==> src/cpw_params.svh <==
// Purpose: Offsets, field positions, reset values and timing counts for the PWM unit
// Assumes: Included by the design files by bare name
// Notes:   Definitions only
`ifndef CPW_PARAMS_SVH
`define CPW_PARAMS_SVH

// ----------------------------------------
// Register offsets (plain port address)
// ----------------------------------------
`define CPW_ADDR_W            3
`define CPW_OFS_TIMER_COUNT   3'h0
`define CPW_OFS_PERIOD_LIMIT  3'h1
`define CPW_OFS_TIMER_CONTROL 3'h2
`define CPW_OFS_DUTY_UPPER    3'h3
`define CPW_OFS_DUTY_SHADOW   3'h4
`define CPW_OFS_UNIT_CONTROL  3'h5

// ----------------------------------------
// Field positions
// ----------------------------------------
`define CPW_TC_RUN_BIT        2
`define CPW_TC_PS_LSB         0
`define CPW_TC_POST_LSB       3
`define CPW_UC_DUTY_LSB       4
`define CPW_UC_MODE_HI        3
`define CPW_UC_MODE_LO        2
`define CPW_TC_MASK           8'h7F
`define CPW_UC_MASK           8'h3F

// ----------------------------------------
// Reset values and timing
// ----------------------------------------
`define CPW_RST_BYTE          8'h00
`define CPW_RST_PERIOD        8'hFF
`define CPW_Q_PHASES          4

`endif

==> src/cpw_pkg.sv <==
// Purpose: Types shared by the PWM unit files
// Assumes: Used together with cpw_params.svh
// Notes:   Types only; numbers live in the header
package cpw_pkg;

    // Prescale select encoding
    typedef enum logic [1:0]
    {
        CPW_PS_DIV1  = 2'b00,
        CPW_PS_DIV4  = 2'b01,
        CPW_PS_DIV16 = 2'b10,
        CPW_PS_DIV16B = 2'b11
    } cpw_prescale_t;

    // Register port request
    typedef struct packed
    {
        logic [2:0] addr;
        logic [7:0] wdata;
        logic       wr;
        logic       rd;
    } cpw_req_t;

    // Timer snapshot passed to the pulse stage
    typedef struct packed
    {
        logic [7:0] count;
        logic [1:0] sub;
        logic       tick;
        logic       match;
    } cpw_tbase_t;

endpackage

==> src/cpw_pwm_unit.sv <==
// Purpose: PWM mode of a capture/compare/PWM unit with its period timer
// Assumes: 10 MHz system clock stands for the oscillator; plain register port
// Notes:   Duty value is double buffered and, in PWM mode, loaded only at period match
//
// Added by the designer: the register offsets and the strobed register port.
`timescale 1ns/100ps
`default_nettype none
`include "cpw_params.svh"

module cpw_pwm_unit
    import cpw_pkg::*;
(
    // Clock and reset
    input  wire logic       i_sys_clk,
    input  wire logic       i_reset_n,
    // Register port
    input  wire logic [2:0] i_addr,
    input  wire logic [7:0] i_wdata,
    input  wire logic       i_wr,
    input  wire logic       i_rd,
    output logic      [7:0] o_rdata,
    // Port direction bit driven by software elsewhere
    input  wire logic       i_port_direction,
    // PWM pin
    output logic            o_pwm_output_pin,
    output logic            o_pwm_output_pin_oe
);

    // ----------------------------------------
    // Request bundle and decode
    // ----------------------------------------
    cpw_req_t req;
    assign req = '{addr: i_addr, wdata: i_wdata, wr: i_wr, rd: i_rd};

    wire wr_count   = req.wr && (req.addr == `CPW_OFS_TIMER_COUNT);
    wire wr_period  = req.wr && (req.addr == `CPW_OFS_PERIOD_LIMIT);
    wire wr_tctrl   = req.wr && (req.addr == `CPW_OFS_TIMER_CONTROL);
    wire wr_duty    = req.wr && (req.addr == `CPW_OFS_DUTY_UPPER);
    wire wr_shadow  = req.wr && (req.addr == `CPW_OFS_DUTY_SHADOW);
    wire wr_uctrl   = req.wr && (req.addr == `CPW_OFS_UNIT_CONTROL);

    // ----------------------------------------
    // Software registers
    // ----------------------------------------
    logic [7:0] period_limit_r;     // Period limit
    logic [7:0] timer_control_r;    // Run, prescale, postscale
    logic [7:0] duty_upper_bits_r;  // Duty eight upper bits
    logic [7:0] duty_shadow_high_r; // Shadow of duty upper bits
    logic [1:0] duty_shadow_low_r;  // Two-bit internal latch
    logic [7:0] unit_control_r;     // Duty low bits and mode
    logic       pin_r;              // PWM output latch
    logic       pin_oe_r;           // Output enable
    logic [7:0] rdata_r;            // Read data register

    // Control fields
    wire        timer_run   = timer_control_r[`CPW_TC_RUN_BIT];
    wire [1:0]  timer_prescale_select = timer_control_r[`CPW_TC_PS_LSB +: 2];
    wire        pwm_mode    = unit_control_r[`CPW_UC_MODE_HI]
                              && unit_control_r[`CPW_UC_MODE_LO];
    wire [1:0]  duty_low    = unit_control_r[`CPW_UC_DUTY_LSB +: 2];
    wire        unit_off    = (unit_control_r == `CPW_RST_BYTE);

    // Register writes; postscale kept but has no effect on the PWM
    always_ff @(posedge i_sys_clk)
    begin
        if (!i_reset_n)
        begin
            period_limit_r    <= `CPW_RST_PERIOD;
            timer_control_r   <= `CPW_RST_BYTE;
            duty_upper_bits_r <= `CPW_RST_BYTE;
            unit_control_r    <= `CPW_RST_BYTE;
        end
        else
        begin
            if (wr_period)
                period_limit_r <= req.wdata;
            if (wr_tctrl)
                timer_control_r <= req.wdata & `CPW_TC_MASK;
            if (wr_duty)
                duty_upper_bits_r <= req.wdata;
            if (wr_uctrl)
                unit_control_r <= req.wdata & `CPW_UC_MASK;
        end
    end

    // ----------------------------------------
    // Time base
    // ----------------------------------------
    cpw_tbase_t tb;

    cpw_timebase u_timebase
    (
        .i_sys_clk   (i_sys_clk),
        .i_reset_n   (i_reset_n),
        .i_run       (timer_run),
        .i_ps_sel    (timer_prescale_select),
        .i_period    (period_limit_r),
        .i_cnt_wr    (wr_count),
        .i_cnt_wdata (req.wdata),
        .o_tb        (tb)
    );

    // ----------------------------------------
    // Duty compare
    // ----------------------------------------
    // Ten-bit duty written by software
    wire [9:0] duty_written = {duty_upper_bits_r, duty_low};
    wire [9:0] duty_shadow  = {duty_shadow_high_r, duty_shadow_low_r};
    // Count extended by the phase bits, compared at every sub step
    wire [9:0] count_ext    = {tb.count, tb.sub};
    // Compare fires on the sub step that completes, so high time is duty steps.
    // The carry into the count matters on the last phase of each increment,
    // otherwise duties that are multiples of four would never match.
    wire [9:0] count_nxt    = count_ext + 10'h001;
    wire       period_load  = pwm_mode && tb.tick && tb.match;
    wire       duty_hit     = (duty_shadow == count_nxt) && (duty_shadow != 10'h000);

    // Prescaler edge gating; only compare on a real sub step
    logic [3:0] step_pre_r;         // Mirror of prescale phase
    wire [3:0]  step_lim = (timer_prescale_select == CPW_PS_DIV1) ? 4'h0 :
                           (timer_prescale_select == CPW_PS_DIV4) ? 4'h3 : 4'hF;
    wire        step     = timer_run && (step_pre_r == step_lim);

    always_ff @(posedge i_sys_clk)
    begin
        if (!i_reset_n)
            step_pre_r <= 4'h0;
        else if (timer_run)
            step_pre_r <= (step_pre_r == step_lim) ? 4'h0 : step_pre_r + 4'h1;
    end

    // Shadow load; software cannot write the shadow in PWM mode
    always_ff @(posedge i_sys_clk)
    begin
        if (!i_reset_n)
        begin
            duty_shadow_high_r <= `CPW_RST_BYTE;
            duty_shadow_low_r  <= 2'h0;
        end
        else if (period_load)
        begin
            duty_shadow_high_r <= duty_upper_bits_r;
            duty_shadow_low_r  <= duty_low;
        end
        else if (wr_shadow && !pwm_mode)
            duty_shadow_high_r <= req.wdata;
    end

    // ----------------------------------------
    // Output latch
    // ----------------------------------------
    // Period start sets unless the duty is zero, compare clears; a duty beyond the period never
    // matches so the pin stays high. Unit off forces the latch low.
    always_ff @(posedge i_sys_clk)
    begin
        if (!i_reset_n)
            pin_r <= 1'b0;
        else if (unit_off || !pwm_mode)
            pin_r <= 1'b0;
        else if (period_load)
            pin_r <= (duty_written != 10'h000);
        else if (step && duty_hit && pin_r)
            pin_r <= 1'b0;
    end

    // Pin drives only when the port direction selects output
    always_ff @(posedge i_sys_clk)
    begin
        if (!i_reset_n)
            pin_oe_r <= 1'b0;
        else
            pin_oe_r <= !i_port_direction;
    end

    // ----------------------------------------
    // Read path
    // ----------------------------------------
    logic [7:0] rd_mux;
    always_comb
    begin
        unique case (req.addr)
            `CPW_OFS_TIMER_COUNT:   rd_mux = tb.count;
            `CPW_OFS_PERIOD_LIMIT:  rd_mux = period_limit_r;
            `CPW_OFS_TIMER_CONTROL: rd_mux = timer_control_r;
            `CPW_OFS_DUTY_UPPER:    rd_mux = duty_upper_bits_r;
            `CPW_OFS_DUTY_SHADOW:   rd_mux = duty_shadow_high_r;
            `CPW_OFS_UNIT_CONTROL:  rd_mux = unit_control_r;
            default:                rd_mux = 8'h00;
        endcase
    end

    // Read data valid one cycle after the strobe, zero otherwise
    always_ff @(posedge i_sys_clk)
    begin
        if (!i_reset_n)
            rdata_r <= 8'h00;
        else
            rdata_r <= req.rd ? rd_mux : 8'h00;
    end

    assign o_rdata             = rdata_r;
    assign o_pwm_output_pin    = pin_r;
    assign o_pwm_output_pin_oe = pin_oe_r;

endmodule
`default_nettype wire

==> src/cpw_timebase.sv <==
// Purpose: Period timer with prescaler and sub-cycle phase counter
// Assumes: Runs on the system clock, one oscillator period per clock
// Notes:   Sub count supplies two extra low bits for the duty compare
`timescale 1ns/100ps
`default_nettype none
`include "cpw_params.svh"

module cpw_timebase
    import cpw_pkg::*;
(
    // Clock and reset
    input  wire logic       i_sys_clk,
    input  wire logic       i_reset_n,
    // Control
    input  wire logic       i_run,
    input  wire logic [1:0] i_ps_sel,
    input  wire logic [7:0] i_period,
    input  wire logic       i_cnt_wr,
    input  wire logic [7:0] i_cnt_wdata,
    // Timer state
    output cpw_tbase_t      o_tb
);

    // ----------------------------------------
    // Prescale decode
    // ----------------------------------------
    // Oscillator periods per sub step, minus one
    function automatic logic [3:0] ps_limit(input logic [1:0] sel);
        unique case (sel)
            CPW_PS_DIV1:  ps_limit = 4'h0;
            CPW_PS_DIV4:  ps_limit = 4'h3;
            default:      ps_limit = 4'hF;
        endcase
    endfunction

    logic [3:0] pre_r;      // Prescale divider
    logic [1:0] sub_r;      // Q-phase or prescaler low bits
    logic [7:0] cnt_r;      // Period timer
    wire        pre_end = (pre_r == ps_limit(i_ps_sel));
    wire        inc     = i_run && pre_end && (sub_r == 2'h3);
    wire        match   = (cnt_r == i_period);

    // ----------------------------------------
    // Counters
    // ----------------------------------------
    // Sub count walks four phases per timer increment
    always_ff @(posedge i_sys_clk)
    begin
        if (!i_reset_n)
        begin
            pre_r <= 4'h0;
            sub_r <= 2'h0;
            cnt_r <= `CPW_RST_BYTE;
        end
        else
        begin
            // Prescaler halts with the timer
            if (!i_run)
                pre_r <= pre_r;
            else if (pre_end)
                pre_r <= 4'h0;
            else
                pre_r <= pre_r + 4'h1;
            if (i_run && pre_end)
                sub_r <= sub_r + 2'h1;
            // Software write wins over counting
            if (i_cnt_wr)
                cnt_r <= i_cnt_wdata;
            else if (inc)
                cnt_r <= match ? 8'h00 : cnt_r + 8'h01;
        end
    end

    // Snapshot for the pulse stage
    assign o_tb = '{count: cnt_r, sub: sub_r, tick: inc, match: match};

endmodule
`default_nettype wire

==> config.mk <==
export PLATFORM = sky130hd
export DESIGN_NAME = cpw_pwm_unit
export DESIGN_NICKNAME = d
export VERILOG_FILES = /design/src/cpw_pkg.sv /design/src/cpw_pwm_unit.sv /design/src/cpw_timebase.sv
export VERILOG_INCLUDE_DIRS = /design/src
export SDC_FILE = /design/constraint.sdc
export NUM_CORES = 1
export LEC_CHECK = 0
export ABC_CLOCK_PERIOD_IN_PS = 4600
export BUFFER_PORTS_ARGS = -buffer_cell sky130_fd_sc_hd__buf_2
export CORE_MARGIN = 8
export CORE_UTILIZATION = 46
export DETAILED_ROUTE_END_ITERATION = 8
export GPL_TIMING_DRIVEN = 0
export PLACE_DENSITY_LB_ADDON = 0.25
export SYNTH_ARGS = -nofsm -noshare
export SYNTH_HDL_FRONTEND = slang
export SYNTH_HIERARCHICAL = 1
export SYNTH_SLANG_ARGS = --single-unit
==> constraint.sdc <==
create_clock -name i_sys_clk -period 4.6 [get_ports i_sys_clk]
set_input_delay 0.46 -clock i_sys_clk [delete_from_list [all_inputs] [get_ports i_sys_clk]]
set_output_delay 0.46 -clock i_sys_clk [all_outputs]
set_load 0.01 [all_outputs]
==> out/metrics.yaml <==
fmaxAchievable_mhz: 358
reg2reg_from: "u_timebase/cnt_r[0]"
rsz0062_at_grt: "false"
root_buffer: "clkbuf_8"
cts_tree: "yes"
final_area_um2: 4150
multi_input_area_um2: 2190
synth_edf_count: 0
cts_max_level: 3
clock-sinks: 67
ys_ff_latch: 67
route.detailed.drc: 0
grt-ovfl-total: 0
cts-resized-gates: 0
maxCapViolCount: 0
critPathMaxFanout: 15
gp_congestion: 0.904
drt_iter0_markers: 340
worstPathRequired_ns: 4.86
regArea_um2: 1340
areaGrowthSynthToFinish_pct: 12.1
layout-drive-gt1-share_pct: 14.2
path_clk_slew_ns: 0.07
grt_pass1_wl_mm: 16.8
crit_type: "flip-flop to flip-flop"
nets: 495
synthArstFlopShare_pct: 0
yosysMostFrequentCell: "dfxtp_1"
grt_pass1_vias: 3279
clockBufferDepth: 2
antenna_found_initial: 0
cts_hold_buf: 0
setup-violations-final: 0
hold_slack_ns: 0.261
p_total_mw: 1.24
coreArea_um2: 7770
vias: 3419
dp_hpwl_mm: 7.43
r2r_cells: 11
wl_per_cell_um: 17.9
ys.flop_type: "dfxtp_1"
cts_setup_buffers: 0
slew_headroom_pct: 58.0
crit_top_cell: "nand4_1"
worstReg2RegEnd: "o_pwm_output_pin"
power_density_nw_per_um2: 298
fin_ws_ns: 1.81
crit_path_cell_trace: "xor2_1, nor4_2, nand2_1, buf_6, inv_2, buf_4, nand4_1, clkbuf_1, o21ai_0, nand4_1, a31oi_1"
track_usage_pct: 18.8
crit_end: "o_pwm_output_pin"
numCtsBuffers: 9
antenna_cells: 0
startpoint_type: "flip-flop"
initial_core_util_pct: 47.7
synth_area_um2: 3700
yosys_warnings: 6
timing.setup.tns_ns: 0
die_h_um: 106
timing.final.crit_period_ns: 2.79
place_ws_ns: 1.92
crit_family: "simple AND/OR/NAND/NOR gates"
viasPerCell: 5.88
peakVddDrop_v: 0.000210
ios: 26
port_buffers: 24
insertion_delay_ns: 0.35
drtAntennaViolNets: 0
grt_max_degree: 16
die_area_um2: 11200
critPathMaxStageDelay_ns: 0.73
row_count: 32
yosys.area.top_type: "dfxtp_1"
synth_area_leaders: "dfxtp_1 36%, mux2i_1 8.1%, nand2_1 5.9%"
wl_mm: 10.4
min_path_type: "primary input to flip-flop"
synth_top_cells_by_count: "67 x dfxtp_1, 58 x nand2_1, 42 x nand3_1"
path_buf_inv: 4
period_share_pct: 60.7
finalMaxSlewViolations: 0
dpl_cell_area_um2: 3950
skew_ns: 0.0103
dieWidth_um: 106
synthesis.nets: 460
synth_top_area_share_pct: 36.2
worstPathArrival_ns: 3.06
critPathCaptureType: "flip-flop"
ys_seq_area_share_pct: 36.2
netlist_instances: 439
ys_types: 53
run_status: "finished, final reports clean"
worst_pin_slew_ns: 0.629
critPathSlowestCell: "dfxtp_1"
first_pass_iters: 5
power.leakage_nw: 1.78
finalHoldViolCount: 0
cp-startpoint: "u_timebase/cnt_r[0]"
syn-mean-instance-area_um2: 8.43
r2r_setup_slack_ns: 1.81
fill_cells: 761
crit_cells: 11
==> layer usage <==
layer | up-vias | global-route usage, % | routed length [µm]
met5 | - | 0 | 0
met4 | 0 | 7.14 | 256
met3 | 24 | 4.02 | 635
met2 | 132 | 30.5 | 4910
met1 | 1623 | 23.7 | 4620
li1 | 1640 | - | -
==> cell families (layout without fill, tap and decap cells) <==
logic type / count (synthesis) / after routing / synth area share (%)
compound gates: 74 / 74 / 13.6
xor+xnor: 23 / 23 / 5.44
fa+ha+maj: 5 / 5 / 1.69
buf+inv: 32 / 72 / 4.49
flops: 67 / 67 / 36.2
mux: 36 / 36 / 10.5
simple gates: 202 / 202 / 28.0
==> how the worst min path moves through the flow <==
stage / slack [ns] / endpoint / cells after the start / startpoint
final: 0.26 / o_pwm_output_pin_oe / 2 / i_port_direction
after global routing: 0.25 / o_pwm_output_pin_oe / 2 / i_port_direction
after floorplan: 0.46 / duty_upper_bits_r[2] / 2 / duty_upper_bits_r[2]
after detailed placement: 0.50 / period_limit_r[3] / 2 / period_limit_r[3]
after global placement: 0.49 / u_timebase/pre_r[2] / 2 / u_timebase/pre_r[2]
after CTS: 0.25 / o_pwm_output_pin_oe / 2 / i_port_direction
==> where the power goes <==
part,switching (mW),total (mW),internal (mW)
Combinational,0.0698,0.119,0.0489
Clock,0.238,0.503,0.265
Sequential,0.0230,0.617,0.594
==> state kept, by name, summed over array words and instances, names as in the netlist <==
| signal | count |
|---|---|
| o_pwm_output_pin_oe | 1 |
| u_timebase/cnt_r | 8 |
| step_pre_r | 4 |
| duty_upper_bits_r | 8 |
| o_rdata | 8 |
| u_timebase/sub_r | 2 |
| timer_control_r | 7 |
| o_pwm_output_pin | 1 |
| u_timebase/pre_r | 4 |
| unit_control_r | 6 |
| duty_shadow_low_r | 2 |
| period_limit_r | 8 |
| duty_shadow_high_r | 8 |
==> cell usage in the layout (no fill, tap or decap), types with 3 or more instances in the layout <==
master	n
nand4_1	7
and3_1	7
buf_4	3
a21oi_1	17
nor4_1	5
a221oi_1	4
ha_1	5
clkbuf_1	13
nor2_1	23
o21ai_0	13
xnor2_1	10
a21boi_0	10
a31oi_1	3
dfxtp_1	67
buf_6	3
xor2_1	13
and2_1	4
mux2i_1	30
buf_2	30
nand2_1	58
nand4b_1	3
o211ai_1	3
nor2b_1	23
nand3_1	42
a22oi_1	4
clkbuf_8	10
o211a_1	8
inv_1	4
nor3_1	12
or4_1	3
mux2_2	4
==> layout make-up <==
cell class	count	share of cell area (%)
Inverter	6	0.663
Sequential cell	67	32.3
Timing Repair Buffer	24	2.89
Clock buffer	10	3.32
Buffer	26	3.35
Multi-Input combinational cell	340	52.9
Tap cell	102	3.07
Clock inverter	6	1.54
==> metrics by stage <==
stage,utilization (%),instances
after CTS,53.4,581
after global routing,53.4,581
final,53.4,581
after detailed placement,50.9,565
after floorplan,-,439
after global placement,50.9,565
Note: power is estimated with default switching activity, not from simulation.
